[src/safety_defines.svh]
`ifndef SAFETY_DEFINES_SVH
`define SAFETY_DEFINES_SVH

// Clock rate in kHz, used to turn millisecond limits into cycle counts.
`define CLK_FREQ_KHZ         200000
// Input filter time in microseconds; a released channel must stay high this long.
`define FILTER_TIME_US       1000
`define FILTER_CYCLES        ((`FILTER_TIME_US * `CLK_FREQ_KHZ) / 1000)
// Longest reaction times in milliseconds for the two functions.
`define TORQUE_ON_MAX_MS     4
`define TORQUE_OFF_MAX_MS    4
`define BRAKE_ON_MAX_MS      4
`define BRAKE_OFF_MAX_MS     5
// Channel disagreement allowed before a fault is latched, in milliseconds.
`define DISCREP_TIME_MS      20
`define DISCREP_CYCLES       (`DISCREP_TIME_MS * `CLK_FREQ_KHZ)
// Status word bit positions.
`define STAT_ERROR_BIT       0
`define STAT_TORQUE_BIT      1
`define STAT_BRAKE_BIT       2
`define STAT_WIDTH           3

`endif

[src/safety_pkg.sv]
package safety_pkg;
  typedef enum logic [1:0] {
    CH_IDLE,
    CH_WAIT,
    CH_FAULT
  } chan_state_t;
  typedef logic [2:0] status_t;
endpackage

[src/torque_brake_safety.sv]
`timescale 1ns/1ps
`include "safety_defines.svh"

module torque_brake_safety #(
  parameter int unsigned FILTER_CYCLES  = `FILTER_CYCLES,
  parameter int unsigned DISCREP_CYCLES = `DISCREP_CYCLES
) (
  input  wire logic               clk_i,
  input  wire logic               reset_i,
  input  wire logic               torque_req_a_n_i,
  input  wire logic               torque_req_b_n_i,
  input  wire logic               brake_req_a_n_i,
  input  wire logic               brake_req_b_n_i,
  input  wire logic               brake_open_cmd_i,
  input  wire logic               coupling_en_i,
  input  wire logic               fault_clear_i,
  output logic                    modulation_en_a_o,
  output logic                    modulation_en_b_o,
  output logic                    brake_high_side_o,
  output logic                    brake_low_side_o,
  output safety_pkg::status_t     status_o,
  output logic                    torque_removal_o,
  output logic                    brake_hold_function_o
);
  import safety_pkg::*;

  // Timing budget: a request crosses two synchroniser flops, sets the filtered
  // request flop and then the output flop, so entry costs four clock edges.
  // A release waits for the filter time on top of that, which keeps both
  // entry and release well inside the allowed reaction limits.
  // The filter only delays a release, never a request, so a glitch on a pin
  // can at worst stop the drive for one filter time; it never holds off a stop.

  // Counter widths follow the filter and discrepancy spans.
  localparam int CW = $clog2(FILTER_CYCLES + 1);
  localparam int DW = $clog2(DISCREP_CYCLES + 1);

  // Two-flop synchronisers on the four request pins (active low: 0 requests).
  // Reset loads zeros, so every channel starts out requesting the safe state
  // and the outputs only come up once the pins have been seen high long enough.
  logic [3:0] sync1_r;
  logic [3:0] sync2_r;
  logic [3:0] sync1_nxt;
  logic [3:0] sync2_nxt;

  always_comb begin
    sync1_nxt = {brake_req_b_n_i, brake_req_a_n_i, torque_req_b_n_i, torque_req_a_n_i};
    sync2_nxt = sync1_r;
    if (reset_i) begin
      sync1_nxt = 4'h0;
      sync2_nxt = 4'h0;
    end
  end

  // Synchroniser stages; only the second stage is read by the filters.
  always_ff @(posedge clk_i) begin
    sync1_r <= sync1_nxt;
    sync2_r <= sync2_nxt;
  end

  // Per-channel filter: a request is taken at once, a release only after it
  // stays stable for the filter time, so entry is immediate and exit bounded.
  // Indices 0 and 1 are the torque channels, 2 and 3 the brake channels.
  logic [3:0]  req_r;
  logic [3:0]  req_nxt;
  logic [CW-1:0] flt_r   [4];
  logic [CW-1:0] flt_nxt [4];

  genvar g;
  generate
    for (g = 0; g < 4; g++) begin : g_filter
      always_comb begin
        req_nxt[g] = req_r[g];
        flt_nxt[g] = '0;
        if (!sync2_r[g]) begin
          req_nxt[g] = 1'b1;
        end else if (req_r[g]) begin
          if (flt_r[g] >= CW'(FILTER_CYCLES - 1)) begin
            req_nxt[g] = 1'b0;
          end else begin
            flt_nxt[g] = flt_r[g] + CW'(1);
          end
        end
        if (reset_i) begin
          req_nxt[g] = 1'b1;
          flt_nxt[g] = '0;
        end
      end

      // Filtered request and its release counter.
      always_ff @(posedge clk_i) begin
        req_r[g] <= req_nxt[g];
        flt_r[g] <= flt_nxt[g];
      end
    end
  endgenerate

  // Returns high when the two channels of one function disagree.
  function automatic logic differs(input logic a, input logic b);
    return a ^ b;
  endfunction

  // Returns high when either channel of one function asks for the safe state.
  function automatic logic either_asks(input logic a, input logic b);
    return a | b;
  endfunction

  // Discrepancy watch per function; a lasting mismatch latches a fault.
  // A fault stays until the clear input is seen while both channels agree,
  // so a stuck channel keeps the drive in its safe state until it is mended.
  // Short mismatches from pin skew are tolerated by the wait state.
  chan_state_t   dst_r   [2];
  chan_state_t   dst_nxt [2];
  logic [DW-1:0] dcnt_r   [2];
  logic [DW-1:0] dcnt_nxt [2];

  generate
    for (g = 0; g < 2; g++) begin : g_discrep
      always_comb begin
        dst_nxt[g]  = dst_r[g];
        dcnt_nxt[g] = '0;
        unique case (dst_r[g])
          CH_IDLE: begin
            if (differs(req_r[2*g], req_r[2*g+1])) begin
              dst_nxt[g] = CH_WAIT;
            end
          end
          CH_WAIT: begin
            if (!differs(req_r[2*g], req_r[2*g+1])) begin
              dst_nxt[g] = CH_IDLE;
            end else if (dcnt_r[g] >= DW'(DISCREP_CYCLES - 1)) begin
              dst_nxt[g] = CH_FAULT;
            end else begin
              dcnt_nxt[g] = dcnt_r[g] + DW'(1);
            end
          end
          CH_FAULT: begin
            if (fault_clear_i && !differs(req_r[2*g], req_r[2*g+1])) begin
              dst_nxt[g] = CH_IDLE;
            end
          end
          default: dst_nxt[g] = CH_FAULT;
        endcase
        if (reset_i) begin
          dst_nxt[g]  = CH_IDLE;
          dcnt_nxt[g] = '0;
        end
      end

      // Discrepancy state and its counter.
      always_ff @(posedge clk_i) begin
        dst_r[g]  <= dst_nxt[g];
        dcnt_r[g] <= dcnt_nxt[g];
      end
    end
  endgenerate

  // Output decisions; a fault forces the safe state on both functions.
  // Torque removal overrides everything: no input can enable modulation while
  // either torque channel or a fault asks for the stop.
  // The brake open command is only honoured while nothing holds the brake.
  // With coupling on, any torque removal also holds the brake.
  logic    fault;
  logic    torque_off;
  logic    brake_hold;
  logic    mod_nxt;
  logic    mod_r;
  logic    brk_nxt;
  logic    brk_r;
  status_t stat_nxt;
  status_t stat_r;

  always_comb begin
    fault      = (dst_r[0] == CH_FAULT) || (dst_r[1] == CH_FAULT);
    torque_off = either_asks(req_r[0], req_r[1]) | fault;
    brake_hold = either_asks(req_r[2], req_r[3]) | fault | (coupling_en_i & torque_off);
    mod_nxt    = !torque_off;
    brk_nxt    = !brake_hold && brake_open_cmd_i;
    stat_nxt   = '0;
    stat_nxt[`STAT_ERROR_BIT]  = fault;
    stat_nxt[`STAT_TORQUE_BIT] = mod_nxt;
    stat_nxt[`STAT_BRAKE_BIT]  = brk_nxt;
    if (reset_i) begin
      mod_nxt  = 1'b0;
      brk_nxt  = 1'b0;
      stat_nxt = '0;
    end
  end

  // Output flops; reset leaves modulation off and the brake de-energised.
  always_ff @(posedge clk_i) begin
    mod_r  <= mod_nxt;
    brk_r  <= brk_nxt;
    stat_r <= stat_nxt;
  end

  // Both modulation enables and both brake switches follow the same decision;
  // either switch alone de-energises the brake, and low means engaged.
  // The diversity between the two switches lies in the power stage wiring.
  assign modulation_en_a_o     = mod_r;
  assign modulation_en_b_o     = mod_r;
  assign brake_high_side_o     = brk_r;
  assign brake_low_side_o      = brk_r;
  assign status_o              = stat_r;
  assign torque_removal_o      = !mod_r;
  assign brake_hold_function_o = !brk_r;
endmodule

[config.mk]
export PLATFORM = sky130hd
export DESIGN_NAME = torque_brake_safety
export DESIGN_NICKNAME = d
export VERILOG_FILES = /design/src/safety_pkg.sv /design/src/torque_brake_safety.sv
export VERILOG_INCLUDE_DIRS = /design/src
export SDC_FILE = /design/constraint.sdc
export NUM_CORES = 1
export LEC_CHECK = 0
export ABC_AREA = 1
export BUFFER_PORTS_ARGS = -buffer_cell sky130_fd_sc_hd__buf_2
export CAP_MARGIN = 30
export CORE_UTILIZATION = 62
export CTS_BUF_LIST = sky130_fd_sc_hd__clkbuf_16
export DETAILED_ROUTE_END_ITERATION = 12
export GPL_TIMING_DRIVEN = 0
export PLACE_DENSITY = 0.84
export SLEW_MARGIN = 15
export SYNTH_ARGS = -nofsm -noshare
export SYNTH_HDL_FRONTEND = slang
export SYNTH_SLANG_ARGS = --single-unit
[constraint.sdc]
create_clock -name clk_i -period 1.8 [get_ports clk_i]
set_input_delay 0.36 -clock clk_i [delete_from_list [all_inputs] [get_ports clk_i]]
set_output_delay 0.36 -clock clk_i [all_outputs]
set_load 0.005 [all_outputs]
# Word-level counts from Yosys, hierarchy flattened
# Memory sizes are Yosys's and may differ from the RTL's.
# Cells that the tools add are included.
word_totals:
  reg_bits: 17
  latchBits: 0
  ramBits: 120
  romBits: 0
  input_bits: 9
  output_inout_bits: 9
  mem_count: 3
op_classes:
  add_sub_neg: 6
  mul: 0
  n_div: 0
  n_lt_le_gt_ge: 6
  eq_ne: 4
  shifts: 0
  muxes: 44
  bitwise: 12
  reduce_logical: 16
memory_table:
  columns: ["name", "words", "width", "rd", "rd_ports_with_merged_regs", "write_ports", "line", "rtl"]
  rows:
  - ["flt_r", 4, 18, 4, 0, 4, "torque_brake_safety.sv:66", "logic [CW-1:0] flt_r [4];"]
  - ["dcnt_r", 2, 22, 2, 0, 2, "torque_brake_safety.sv:114", "logic [DW-1:0] dcnt_r [2];"]
  - ["dst_r", 2, 2, 2, 0, 2, "torque_brake_safety.sv:112", "chan_state_t dst_r [2];"]
ops:
  columns: ["operator", "count"]
  rows:
  - ["$mux W18", 16]
  - ["$mux W22", 8]
  - ["$add A18 B1 Y18 const B", 4]
  - ["$ge A18 B18 Y1 const B", 4]
  - ["$add A22 B1 Y22 const B", 2]
  - ["$ge A22 B22 Y1 const B", 2]
  - ["$mux W2", 10]
  - ["$pmux W2 S3", 2]
  - ["$mux W1", 8]
  - ["$reduce_or A2 Y1", 4]
  - ["$logic_not A1 Y1", 6]
  - ["$or A1 B1 Y1", 5]
  - ["$eq A2 B1 Y1 const B", 2]
  - ["$eq A2 B2 Y1 const B", 2]
  - ["$logic_not A2 Y1", 2]
  - ["$not A1 Y1", 4]
  - ["$logic_and A1 B1 Y1", 3]
  - ["$xor A1 B1 Y1", 2]
  - ["$and A1 B1 Y1", 1]
  - ["$logic_or A1 B1 Y1", 1]

# Logic depth before layout (Yosys ltp)
depth:
  word_depth: 7
  mapped_depth: 11
  mapped_depth_nobuf: 11

# Worst setup path before layout
# Ideal clock, no wire load.
synth_timing:
  path_type: "reg2reg"
  from: "memory dcnt_r[0][0] in the netlist's numbering"
  to: "memory dcnt_r[0][16] in the netlist's numbering"
  setup_ns: 0.117
  arrival_time_ns: 1.374
  t_required_ns: 1.683
  setup_slack_ns: 0.309
  path_stages_with_launch: 8
  path_cell_list: "dfxtp_1 -> ha_1 -> nand2_1 -> nor3_1 -> nand3_1 -> nand4_2 -> buf_2 -> nor2_1"
synth_rtl:
  columns: ["item", "line"]
  rows:
  - ["start: declaration", "torque_brake_safety.sv:114"]

==> impl_metrics.env <==
export IMPL_outcome="complete, no violations"
export IMPL_grt_pass1_vias=5167
export IMPL_setup_viol=0
export IMPL_crit_reg2reg_launch="flt_r[3][0]"
export IMPL_cp_startpoint="flt_r[3][0]"
export IMPL_cp_max_fo=4
export IMPL_grt_pass1_wl_mm=21.9
export IMPL_grt_antenna_before_repair=0
export IMPL_p_clk_frac=0.536
export IMPL_synth_top_flop_cell="dfxtp_1"
export IMPL_yosys_area_share_simple=0.344
export IMPL_clock_latency_ns=0.43
export IMPL_synth_edf_count=0
export IMPL_placementRows=36
export IMPL_synthToLayoutAreaGrowth_pct=13.9
export IMPL_port_buffer_count=17
export IMPL_syn_num_nets=882
export IMPL_vdd_drop_max_mv=0.801
export IMPL_ys_ff_latch=135
export IMPL_switching_share=0.202
export IMPL_ys_types=41
export IMPL_cts_root_buf="clkbuf_16"
export IMPL_tightest_slew_ns=0.533
export IMPL_gp_congestion=0.833
export IMPL_synthAdderAreaFrac=0.0154
export IMPL_clkTransAtPathRegs_ns=0.06
export IMPL_fp_coreArea_um2=9950
export IMPL_hold_depth=2
export IMPL_fin_crit_sh=0.929
export IMPL_seqPwrFrac=0.452
export IMPL_via_count=5379
export IMPL_hp_class="input pin to register"
export IMPL_worstSetupStartpointType="register"
export IMPL_fin_skew_ns=0.0137
export IMPL_hpwl_mm=8.41
export IMPL_power_frac_comb=0.012
export IMPL_end_kind="register"
export IMPL_synth_area_um2=6480
export IMPL_detail_route_vias_per_cell=5.13
export IMPL_layout_drive_gt1_share=0.141
export IMPL_cp_data_arrival_time_ns=1.99
export IMPL_cellLeakagePower_nw=2.67
export IMPL_rrSetupSlack_ns=0.13
export IMPL_nNetsFinal=920
export IMPL_route_detailed_drc=0
export IMPL_diodes=0
export IMPL_dr_first_iter_drc_count=305
export IMPL_power_net_switching_mw=1.34
export IMPL_power_internal_mw=5.32
export IMPL_cap_violations=0
export IMPL_wl_mm=12.6
export IMPL_cts_sinks=135
export IMPL_period_minus_slack_ns=1.67
export IMPL_dr_pass1_iters=4
export IMPL_p_per_area_nw_per_um2=903
export IMPL_fp_dieArea_um2=10900
export IMPL_synth_xor_area_frac=0.0851
export IMPL_reg2regPathDepth=8
export IMPL_syn_area_per_cell_um2=7.49
export IMPL_htreeDepth=4
export IMPL_synth_top_family_by_area="simple AND/OR/NAND/NOR gates"
export IMPL_relSlewSlack=0.641
export IMPL_clockBufferDepth=2
export IMPL_synth_mux_area_frac=0
export IMPL_numCtsBuffers=17
export IMPL_cts_tree="built"
export IMPL_groute_usage_overall=0.248
export IMPL_synth_seq_area_share=0.417
export IMPL_path_class="register to register"
export IMPL_timing_rr_end="flt_r[3][16]"
export IMPL_io_pins=18
export IMPL_hold_viol=0
export IMPL_grt_max_degree=17
export IMPL_ant_nets=0
export IMPL_grt_overflow_total=0
export IMPL_fp_dieH_um=104
export IMPL_routedWlPerCell_um=12.0
export IMPL_rsz0062_at_grt="no"
export IMPL_report_final_slew_viol_count=0
export IMPL_async_reset_ff_frac=0
export IMPL_max_freq_mhz=598
export IMPL_crit_end="flt_r[3][16]"
export IMPL_synth_cells=865
export IMPL_cp_required_ns=2.12
export IMPL_finalSetupTns_ns=0
export IMPL_yosysWarnings=0
export IMPL_place_worst_setup_slack_ns=0.00597
export IMPL_setup_ws_ns=0.128
export IMPL_synth_compound_area_frac=0.0546
export IMPL_die_w_um=104
export IMPL_start_util=0.651
## cell usage after synthesis, types with 3 or more instances
cell type / instances / area, um^2
nor2_2: 10 / 62.6
nand3b_1: 4 / 30.0
nand2_1: 140 / 526
nor4_1: 4 / 25.0
ha_1: 8 / 100
or2_2: 10 / 62.6
o21ai_0: 20 / 100
nor3_1: 19 / 95.1
nor3b_1: 5 / 37.5
nand3_2: 9 / 90.1
nand2_2: 7 / 43.8
buf_4: 8 / 60.1
xor2_1: 47 / 412
nand3_1: 44 / 220
xnor2_1: 16 / 140
a21oi_1: 41 / 205
nand4_2: 5 / 62.6
buf_2: 5 / 25.0
nor2_4: 6 / 67.6
inv_1: 112 / 420
nor2_1: 151 / 567
nand4_1: 27 / 169
or2_0: 3 / 18.8
nor3_2: 3 / 30.0
dfxtp_1: 135 / 2700
nor4_2: 4 / 50.1
inv_2: 4 / 15.0
## per-layer routing
layer,share of wire,GRT usage,vias to the layer above
met2,0.49,0.426,87
met4,0.020,0.109,0
met3,0.033,0.0645,25
li1,-,-,2838
met1,0.46,0.291,2429
met5,0,0,-
## registers in the layout (all words and copies together) (netlist names)
register           flops
req_r                  4
dcnt_r                44
brake_high_side_o      1
sync2_r                4
status_o               2
dst_r                  4
flt_r                 72
sync1_r                4
## through the flow
step                      instance area [um^2]  std cells  hold slack, ns  power [mW]  utilization
final                                     7380       1049           0.123        6.67        0.742
after global routing                      7380       1049           0.131        6.85        0.742
after CTS                                 7350       1047           0.114        6.70        0.738
after detailed placement                  6730       1015           0.393        3.16        0.676
after global placement                    6730       1015           0.385        3.16        0.676
after floorplan                           6480        865           0.381        3.13            -
## power by group through the flow
stage	registers (mW)	logic, mW	clock network (mW)
floorplan	3.08	0.0529	0
global placement	3.08	0.0791	0
detailed placement	3.08	0.0807	0
CTS	3.01	0.0815	3.60
global route	3.01	0.0919	3.74
finish	3.01	0.0806	3.57
## placed cells by master, fill, tap and decap left out, types with 2 or more instances in the layout
| cell type | synthesis | routed |
|---|---|---|
| nor4_1 | 4 | 4 |
| inv_2 | 4 | 4 |
| nand4_2 | 5 | 5 |
| clkinvlp_4 | 0 | 5 |
| buf_4 | 8 | 11 |
| or2_2 | 10 | 10 |
| nand4_1 | 27 | 27 |
| nor3_1 | 19 | 18 |
| nand3_1 | 44 | 44 |
| nor2_2 | 10 | 10 |
| nor2_1 | 151 | 151 |
| inv_1 | 112 | 112 |
| nand3_2 | 9 | 9 |
| nor2_4 | 6 | 6 |
| bufinv_16 | 0 | 4 |
| clkbuf_16 | 0 | 17 |
| nor3_4 | 2 | 2 |
| o21ai_0 | 20 | 20 |
| o211ai_1 | 2 | 2 |
| and3_1 | 2 | 2 |
| nand3b_1 | 4 | 4 |
| clkinv_1 | 0 | 5 |
| dfxtp_1 | 135 | 134 |
| or2_0 | 3 | 3 |
| nor3_2 | 3 | 4 |
| ha_1 | 8 | 7 |
| xor2_1 | 47 | 47 |
| a21oi_1 | 41 | 41 |
| nand2_1 | 140 | 139 |
| xnor2_1 | 16 | 16 |
| buf_2 | 5 | 20 |
| nand2_2 | 7 | 8 |
| nor4_2 | 4 | 4 |
| nor3b_1 | 5 | 4 |
## worst min-delay path by stage
stage	startpoint	endpoint	slack (ns)
floorplan	sync2_r[0]	req_r[0]	0.38
global placement	sync2_r[3]	req_r[3]	0.38
detailed placement	sync2_r[3]	req_r[3]	0.39
CTS	coupling_en_i	brake_high_side_o	0.11
global route	coupling_en_i	brake_high_side_o	0.13
finish	coupling_en_i	brake_high_side_o	0.12
## timing repair
item                                    in CTS  in global routing
buffers inserted                             0                  2
resized for setup                            1                  8
pin swaps                                    0                  1
endpoints found under the setup margin       8                 17
endpoints found under the hold margin        0                  0
hold buffers                                 0                  0
## worst max-delay path: stages, from the launching register on
cell	delay (ns)
dfxtp_1	0.40
ha_1	0.26
inv_1	0.07
nor2_2	0.16
nand2_1	0.15
nor2_1	0.21
nand2_1	0.10
xor2_1	0.15
nor2_1	0.06
## cell type report
type / instances / area (um^2)
sequential: 135 / 2700
timing repair buffer: 19 / 100
clock buffer: 17 / 425
clock inverter: 15 / 185
tap: 133 / 166
buffer: 16 / 110
multi-input combinational: 598 / 3260
inverter: 116 / 435
fill: 766 / 2570
## cells by family after synthesis
family,Yosys count
AOI/OAI and AO/OA,68
adders and majority gates,8
buffers and inverters,132
xor gates and xnor gates,63
and+or+nand+nor,459
DFF,135
Note: power is estimated with default switching activity, not from simulation.
